**src/pkg/iepr_pkg.sv**
```systemverilog
// Behaviour
// - Global gate clear blocks every request
// - Enable bit 6 is a plain software flag
// - Enable bits 5..0 mask six basic sources
// - UART requests on receive or transmit done
// - Timer 2, 1, 0 request from overflow
// - Priority bits 7..6 read 11, ignore writes
// - Priority bits 5..0 select high or low
// - Extended enable 1 masks eight sources
// - One counter-array mask gates all its flags
// - One mask each for SPI and SMBus
// - Extended enable 2 bit 6 reads zero
// - Extended enable 2 masks remaining seven sources
// - High preempts low; lowest index wins ties
// - Requests sampled and decoded every cycle
// - Software-set pending flag requests like hardware
package iepr_pkg;

    ////////////////////////////////////////////////////////////////////////
    // Register addresses in the special function register space
    localparam logic [7:0] IEPR_ADDR_ENABLE = 8'ha8;
    localparam logic [7:0] IEPR_ADDR_PRIO = 8'hb8;
    localparam logic [7:0] IEPR_ADDR_EXT1 = 8'he6;
    localparam logic [7:0] IEPR_ADDR_EXT2 = 8'he7;

    // Field positions and fixed values
    localparam int IEPR_GATE_BIT = 7;
    localparam int IEPR_SPARE_BIT = 6;
    localparam int IEPR_RESV_BIT = 6;
    localparam logic [1:0] IEPR_PRIO_TOP = 2'h3;
    localparam logic [7:0] IEPR_RESET_VAL = 8'h00;
    localparam logic [7:0] IEPR_EXT2_WMASK = 8'hbf;
    localparam logic [7:0] IEPR_UNMAPPED_VAL = 8'h00;

    // Source slots, in vector (and tie-break) order
    localparam int IEPR_NSRC = 22;
    localparam int IEPR_NBASIC = 6;
    localparam int IEPR_SLOT_UART = 4;
    localparam int IEPR_SLOT_SPI = 6;
    localparam int IEPR_SLOT_SMBUS = 7;
    localparam int IEPR_SLOT_PCA = 9;
    localparam int IEPR_SLOT_UNUSED = 20;
    localparam int IEPR_IDX_W = 5;
    localparam int IEPR_SPI_CAUSES = 4;
    localparam int IEPR_PCA_FLAGS = 6;

    // Processor register access, one request per cycle
    typedef struct packed {
        logic rd;
        logic wr;
        logic [7:0] addr;
        logic [7:0] wdata;
    } iepr_sfr_req_t;

    // Pending flags from the peripherals, high means pending
    typedef struct packed {
        logic crystal_ok_flag;
        logic [3:0] ext7_4_flag;
        logic adc_done_flag;
        logic timer3_overflow_flag;
        logic cmp1_rise_flag;
        logic cmp1_fall_flag;
        logic cmp0_rise_flag;
        logic cmp0_fall_flag;
        logic [IEPR_PCA_FLAGS-1:0] counter_array_flags;
        logic adc_window_flag;
        logic smbus_irq_flag;
        logic [IEPR_SPI_CAUSES-1:0] spi_flags;
        logic timer2_overflow_flag;
        logic uart_tx_done_flag;
        logic uart_rx_done_flag;
        logic timer1_overflow_flag;
        logic ext_pin1_flag;
        logic timer0_overflow_flag;
        logic ext_pin0_flag;
    } iepr_pend_t;

    // Whole state of the block
    typedef struct packed {
        logic [7:0] interrupt_enable;
        logic [5:0] source_priority_basic;
        logic [7:0] extended_enable_1;
        logic [7:0] extended_enable_2;
        logic [7:0] rdata;
        logic [IEPR_NSRC-1:0] req;
        logic [IEPR_NSRC-1:0] high;
        logic valid;
        logic [IEPR_IDX_W-1:0] index;
        logic is_high;
    } iepr_state_t;

endpackage : iepr_pkg

```
**src/rtl/iepr_top.sv**
```systemverilog
module iepr_top
    import iepr_pkg::*;
(
    // Clock and reset
    input wire logic CLOCK_I,
    input wire logic SRST_I,
    // Register access from the processor core
    input wire iepr_sfr_req_t SFR_REQ_I,
    output logic [7:0] SFR_RDATA_O,
    // Peripheral pending flags
    input wire iepr_pend_t PEND_I,
    // Service state of the core
    input wire logic IN_SERVICE_LOW_I,
    input wire logic IN_SERVICE_HIGH_I,
    // Requests toward the core
    output logic [IEPR_NSRC-1:0] IRQ_REQ_O,
    output logic [IEPR_NSRC-1:0] IRQ_HIGH_O,
    output logic IRQ_VALID_O,
    output logic [IEPR_IDX_W-1:0] IRQ_INDEX_O,
    output logic IRQ_IS_HIGH_O
);

    ////////////////////////////////////////////////////////////////////////
    // Lowest set index of a vector; bit IEPR_IDX_W is the found flag
    function automatic logic [IEPR_IDX_W:0] first_set(input logic [IEPR_NSRC-1:0] v);
        logic [IEPR_IDX_W:0] res;
        res = '0;
        for (int i = IEPR_NSRC - 1; i >= 0; i--) begin
            if (v[i]) begin
                res = {1'b1, IEPR_IDX_W'(i)};
            end
        end
        return res;
    endfunction : first_set

    ////////////////////////////////////////////////////////////////////////
    iepr_state_t r;
    iepr_state_t next_r;
    logic [IEPR_NSRC-1:0] pend_v;
    logic [IEPR_NSRC-1:0] mask_v;
    logic [IEPR_NSRC-1:0] prio_v;
    logic [IEPR_NSRC-1:0] next_req;
    logic [IEPR_NSRC-1:0] next_high;
    logic [IEPR_IDX_W:0] pick_high;
    logic [IEPR_IDX_W:0] pick_low;
    logic gate;

    // Pending vector; grouped causes fold into one slot each
    always_comb begin
        pend_v = '0;
        pend_v[0] = PEND_I.ext_pin0_flag;
        pend_v[1] = PEND_I.timer0_overflow_flag;
        pend_v[2] = PEND_I.ext_pin1_flag;
        pend_v[3] = PEND_I.timer1_overflow_flag;
        pend_v[IEPR_SLOT_UART] = PEND_I.uart_rx_done_flag | PEND_I.uart_tx_done_flag;
        pend_v[5] = PEND_I.timer2_overflow_flag;
        pend_v[IEPR_SLOT_SPI] = |PEND_I.spi_flags;
        pend_v[IEPR_SLOT_SMBUS] = PEND_I.smbus_irq_flag;
        pend_v[8] = PEND_I.adc_window_flag;
        pend_v[IEPR_SLOT_PCA] = |PEND_I.counter_array_flags;
        pend_v[10] = PEND_I.cmp0_fall_flag;
        pend_v[11] = PEND_I.cmp0_rise_flag;
        pend_v[12] = PEND_I.cmp1_fall_flag;
        pend_v[13] = PEND_I.cmp1_rise_flag;
        pend_v[14] = PEND_I.timer3_overflow_flag;
        pend_v[15] = PEND_I.adc_done_flag;
        pend_v[19:16] = PEND_I.ext7_4_flag;
        pend_v[IEPR_SLOT_UNUSED] = 1'b0;
        pend_v[21] = PEND_I.crystal_ok_flag;
    end

    // Mask bits line up with the slots; bit 6 of enable is left out
    assign mask_v = {r.extended_enable_2, r.extended_enable_1,
                     r.interrupt_enable[IEPR_NBASIC-1:0]};
    // Extended priorities live elsewhere, so those slots stay low
    assign prio_v = {{(IEPR_NSRC-IEPR_NBASIC){1'b0}}, r.source_priority_basic};
    assign gate = r.interrupt_enable[IEPR_GATE_BIT];
    // A flag set by software looks the same here as one set by hardware
    assign next_req = pend_v & mask_v & {IEPR_NSRC{gate}};
    assign next_high = prio_v;
    assign pick_high = first_set(next_req & next_high);
    assign pick_low = first_set(next_req & ~next_high);

    ////////////////////////////////////////////////////////////////////////
    // Register writes, reads and the per-cycle decode
    always_comb begin
        next_r = r;
        if (SFR_REQ_I.wr) begin
            case (SFR_REQ_I.addr)
                IEPR_ADDR_ENABLE: begin
                    next_r.interrupt_enable = SFR_REQ_I.wdata;
                end
                IEPR_ADDR_PRIO: begin
                    next_r.source_priority_basic = SFR_REQ_I.wdata[5:0];
                end
                IEPR_ADDR_EXT1: begin
                    next_r.extended_enable_1 = SFR_REQ_I.wdata;
                end
                IEPR_ADDR_EXT2: begin
                    next_r.extended_enable_2 = SFR_REQ_I.wdata & IEPR_EXT2_WMASK;
                end
                default: begin
                    next_r.interrupt_enable = r.interrupt_enable;
                end
            endcase
        end
        // Read data shows the value held before a same-cycle write
        if (SFR_REQ_I.rd) begin
            case (SFR_REQ_I.addr)
                IEPR_ADDR_ENABLE: begin
                    next_r.rdata = r.interrupt_enable;
                end
                IEPR_ADDR_PRIO: begin
                    next_r.rdata = {IEPR_PRIO_TOP, r.source_priority_basic};
                end
                IEPR_ADDR_EXT1: begin
                    next_r.rdata = r.extended_enable_1;
                end
                IEPR_ADDR_EXT2: begin
                    next_r.rdata = r.extended_enable_2;
                end
                default: begin
                    next_r.rdata = IEPR_UNMAPPED_VAL;
                end
            endcase
        end
        // Sampled and decoded on every edge, no hold-off
        next_r.req = next_req;
        next_r.high = next_high;
        // High beats low; nothing may interrupt a high routine
        if (pick_high[IEPR_IDX_W] && !IN_SERVICE_HIGH_I) begin
            next_r.valid = 1'b1;
            next_r.index = pick_high[IEPR_IDX_W-1:0];
            next_r.is_high = 1'b1;
        end else if (pick_low[IEPR_IDX_W] && !IN_SERVICE_HIGH_I && !IN_SERVICE_LOW_I) begin
            next_r.valid = 1'b1;
            next_r.index = pick_low[IEPR_IDX_W-1:0];
            next_r.is_high = 1'b0;
        end else begin
            next_r.valid = 1'b0;
            next_r.index = '0;
            next_r.is_high = 1'b0;
        end
    end

    // State register; everything starts masked and low
    always_ff @(posedge CLOCK_I) begin
        if (SRST_I) begin
            r <= '0;
        end else begin
            r <= next_r;
        end
    end

    // Outputs straight from the state
    assign SFR_RDATA_O = r.rdata;
    assign IRQ_REQ_O = r.req;
    assign IRQ_HIGH_O = r.high;
    assign IRQ_VALID_O = r.valid;
    assign IRQ_INDEX_O = r.index;
    assign IRQ_IS_HIGH_O = r.is_high;
endmodule : iepr_top

```
**config.mk**
```make
export PLATFORM = sky130hd
export DESIGN_NAME = iepr_top
export DESIGN_NICKNAME = d
export VERILOG_FILES = /design/src/pkg/iepr_pkg.sv /design/src/rtl/iepr_top.sv
export SDC_FILE = /design/constraint.sdc
export NUM_CORES = 1
export LEC_CHECK = 0
export BUFFER_PORTS_ARGS = -buffer_cell sky130_fd_sc_hd__buf_2
export CAP_MARGIN = 25
export CELL_PAD_IN_SITES_DETAIL_PLACEMENT = 0
export CELL_PAD_IN_SITES_GLOBAL_PLACEMENT = 2
export CORE_MARGIN = 10
export CORE_UTILIZATION = 32
export CTS_CLUSTER_SIZE = 10
export DETAILED_ROUTE_END_ITERATION = 10
export GPL_TIMING_DRIVEN = 0
export PLACE_DENSITY = 0.94
export REMOVE_ABC_BUFFERS = 1
export SETUP_SLACK_MARGIN = 0.05
export SLEW_MARGIN = 15
export SYNTH_ARGS = -nofsm -noshare
export SYNTH_HDL_FRONTEND = slang
export SYNTH_SLANG_ARGS = --single-unit
```
**constraint.sdc**
```tcl
create_clock -name CLOCK_I -period 2.5 [get_ports CLOCK_I]
set_input_delay 0.125 -clock CLOCK_I [delete_from_list [all_inputs] [get_ports CLOCK_I]]
set_output_delay 0.125 -clock CLOCK_I [all_outputs]
set_load 0.01 [all_outputs]
```
==> flow_summary.ini <==
[outcome]
outcome = complete, no violations

[clock_tree]
clockRootBuffer = clkbuf_8
numClockSinks = 71
tritoncts_clock_tree = built
cts_resized = 0
cts-buffers-inserted = 9
htreeDepth = 3
insertion_delay_ns = 0.35
cts_clk_pin_slew_worst_paths_ns = 0.08
cts_max_path_buffers = 2

[cells_and_area]
post_route_cells_drive_above_1_share_pct = 28.6
area_growth_syn_to_layout_pct = 12.6
design_area_mm2 = 0.00400
fin_cells = 603
finalNetCount = 509

[synth]
ys_ff_latch = 71
cell_types_occupying_the_most_area_after_synthesis = dfxtp_1, buf_4, nand2_1
synth.most_common_cell = dfxtp_1
synth_simple_gate_area_share_pct = 24.3
yosys.area_share.adder_pct = 0
portion_of_the_post_synthesis_area_used_by_sequential_elements_pct = 40.1
synth.distinct_cells = 59
synth.yosys.warnings = 0
synth_commonest_cells = dfxtp_1, buf_4, nand2_1
ys.flop_type = dfxtp_1
synth_top_area_share_pct = 40.1
synthesis.area_per_instance_um2 = 8.68
synth_enable_flop_cells = 0
synth_area_mm2 = 0.00355
synth.area.mux_share_pct = 2.57
async_flop_share_pct = 0
largest_area_contributor_in_the_synthesized_netlist = dfxtp_1
syn_inst = 409
xor_xnor_share_of_the_synthesized_area_pct = 0
share_of_the_synthesized_area_in_compound_gates_ao_oa_aoi_oai_pct = 18.2
synth_top_family_by_area = simple AND/OR/NAND/NOR gates

[timing]
setup-violations-final = 0
max-slew-margin-rel_pct = 37.0
worst_max_slew_pin_slew_ns = 0.943
setup_total_negative_slack_ns = 0
setup_repair_after_global_routing_missed_its_margin = no
hold_viol_final = 0
setup_skew_ns = 0.0101
timing.fmax_mhz = 454
report.final.slew_viol_count = 0
layout_min_cycle_time_ns = 2.21
fin_crit_sh_pct = 88.2
finalHoldWorstSlack_ns = 0.0245

[global_route]
pin_count_of_the_biggest_net_entering_global_routing = 51
overflow = 0
first_global_vias = 3004
antenna_found_initial = 0
grt_usage_pct = 12.9
grt_pass1_wl_um = 16400

[detailed_routing]
route.detailed.wl_per_inst_um = 17.3
detailedRoute.firstPassIterationCount = 4
vias = 2978
ant_nets = 0
detail_route.drc_violations = 0
via_per_inst = 4.94
dr.first_iter.drc_count = 172
drt_wl_total_um = 10400

[power_and_ir_drop]
total_power_divided_by_cell_area_mw_per_mm2 = 575
finalPower_mw = 2.30
irDropWorstVdd_uv = 236
total_leakage_power_nw = 1.56

[placed_design]
port-buffer-count = 93
gpl.final_weighted_congestion = 0.899
detailedPlacementHpwl_um = 8140
numPlacedInstances = 584
postPlaceCellArea_mm2 = 0.00373

[die]
core_mm2 = 0.0108
die_height_um = 125
placementRows = 38
initial_utilization_pct = 32.7
die_footprint_mm2 = 0.0157
top_level_ports = 111
die_width_um = 125

[setup_path]
maximum_fanout_count_along_the_critical_path = 25
signal_arrival_time_at_the_worst_endpoint_ns = 2.43
required_ns = 2.72
criticalPathCategory = flip-flop to flip-flop
cp-start-kind = flip-flop
crit_path_end_kind = flip-flop

[min_path]
hp-class = input port to flip-flop

[run]
timing.max_cap.violations = 0
-- metrics by stage --
| step | utilization (%) | setup slack (ns) |
|---|---|---|
| 3_3_place_gp | 34.4 | 0.233 |
| 3_5_place_dp | 34.4 | 0.234 |
| 6_report | 36.9 | 0.295 |
| 4_1_cts | 36.7 | 0.311 |
| 2_1_floorplan | - | 0.850 |
| 5_1_grt | 36.8 | 0.104 |
-- path summary, 6_finish.rpt --
path | from | end | slack, ns | cells after the start
min reg2reg | SFR_RDATA_O[4]$_SDFFE_PP0P_ | SFR_RDATA_O[4]$_SDFFE_PP0P_ | 0.47 | 2
min | SFR_REQ_I[6] | r[87]$_SDFFE_PP0P_ | 0.02 | 3
max reg2reg | gate$_SDFFE_PP0P_ | IRQ_INDEX_O[0]$_SDFF_PP0_ | 0.29 | 4
max | gate$_SDFFE_PP0P_ | IRQ_INDEX_O[0]$_SDFF_PP0_ | 0.29 | 4
-- per-layer routing --
metal  track usage, %  vias to the layer above  wire, µm
met5                0                        -         0
met4             4.13                        0        90
met3             3.63                        9       760
met2             21.0                      101      5000
met1             16.1                     1402      4580
li1                 -                     1466         -
-- placed cells by master, fill, tap and decap left out, drive strengths merged, types with 2 or more instances in the layout --
master and instances:
nand2 58, conb 17, a32o 2, inv 2, o211ai 5, nor3 7
o31ai 4, bufinv 2, o2111ai 2, o21ai 11, mux2i 8, a21bo 2
clkinvlp 2, nor2b 8, nand3 20, nand4 7, a22o 14, nand4b 6
a222oi 2, a21oi 30, nand2b 10, clkbuf 11, dfxtp 71, nor2 33
a211o 3, and3 2, a21o 2, buf 94, and2 3, or4 2
-- worst max-delay path, cell delays in order, from the launching register on --
cell      delay, ns
dfxtp_1        0.95
o211ai_1       0.27
or2_2          0.35
a221oi_1       0.38
o31ai_1        0.13
-- state kept, by name, indices dropped and copies added, names as in the netlist, 5 cells and up --
register and count:
next_high 6, IRQ_INDEX_O 5, mask_v 21, IRQ_HIGH_O 6, SFR_RDATA_O 8, IRQ_REQ_O 21
-- timing repair --
action / 4_1_cts / 5_1_grt
hold buffers: 1 / 0
endpoints found under the hold margin: 1 / 0
buffers inserted: 0 / 0
-- kinds of logic after synthesis --
| kind of cell | after synthesis |
|---|---|
| AOI/OAI and AO/OA | 88 |
| buffers and inverters | 76 |
| DFF | 71 |
| muxes | 9 |
| other | 1 |
| and+or+nand+nor | 164 |
-- power by group --
group	internal [mW]	switching, mW	leakage (nW)
logic	0.0436	0.0733	0.880
clock network	0.614	0.435	0.112
registers	1.13	0.00135	0.572
-- layout make-up --
cell class	instances	area, µm²
inverter	2	7.51
tap	140	175
clock inverter	5	80.1
timing repair buffer	95	495
fill	1158	6840
antenna	1	2.50
multi-input combinational	278	1660
sequential	71	1420
clock buffer	11	151
Power figures use the tool's default switching activity.
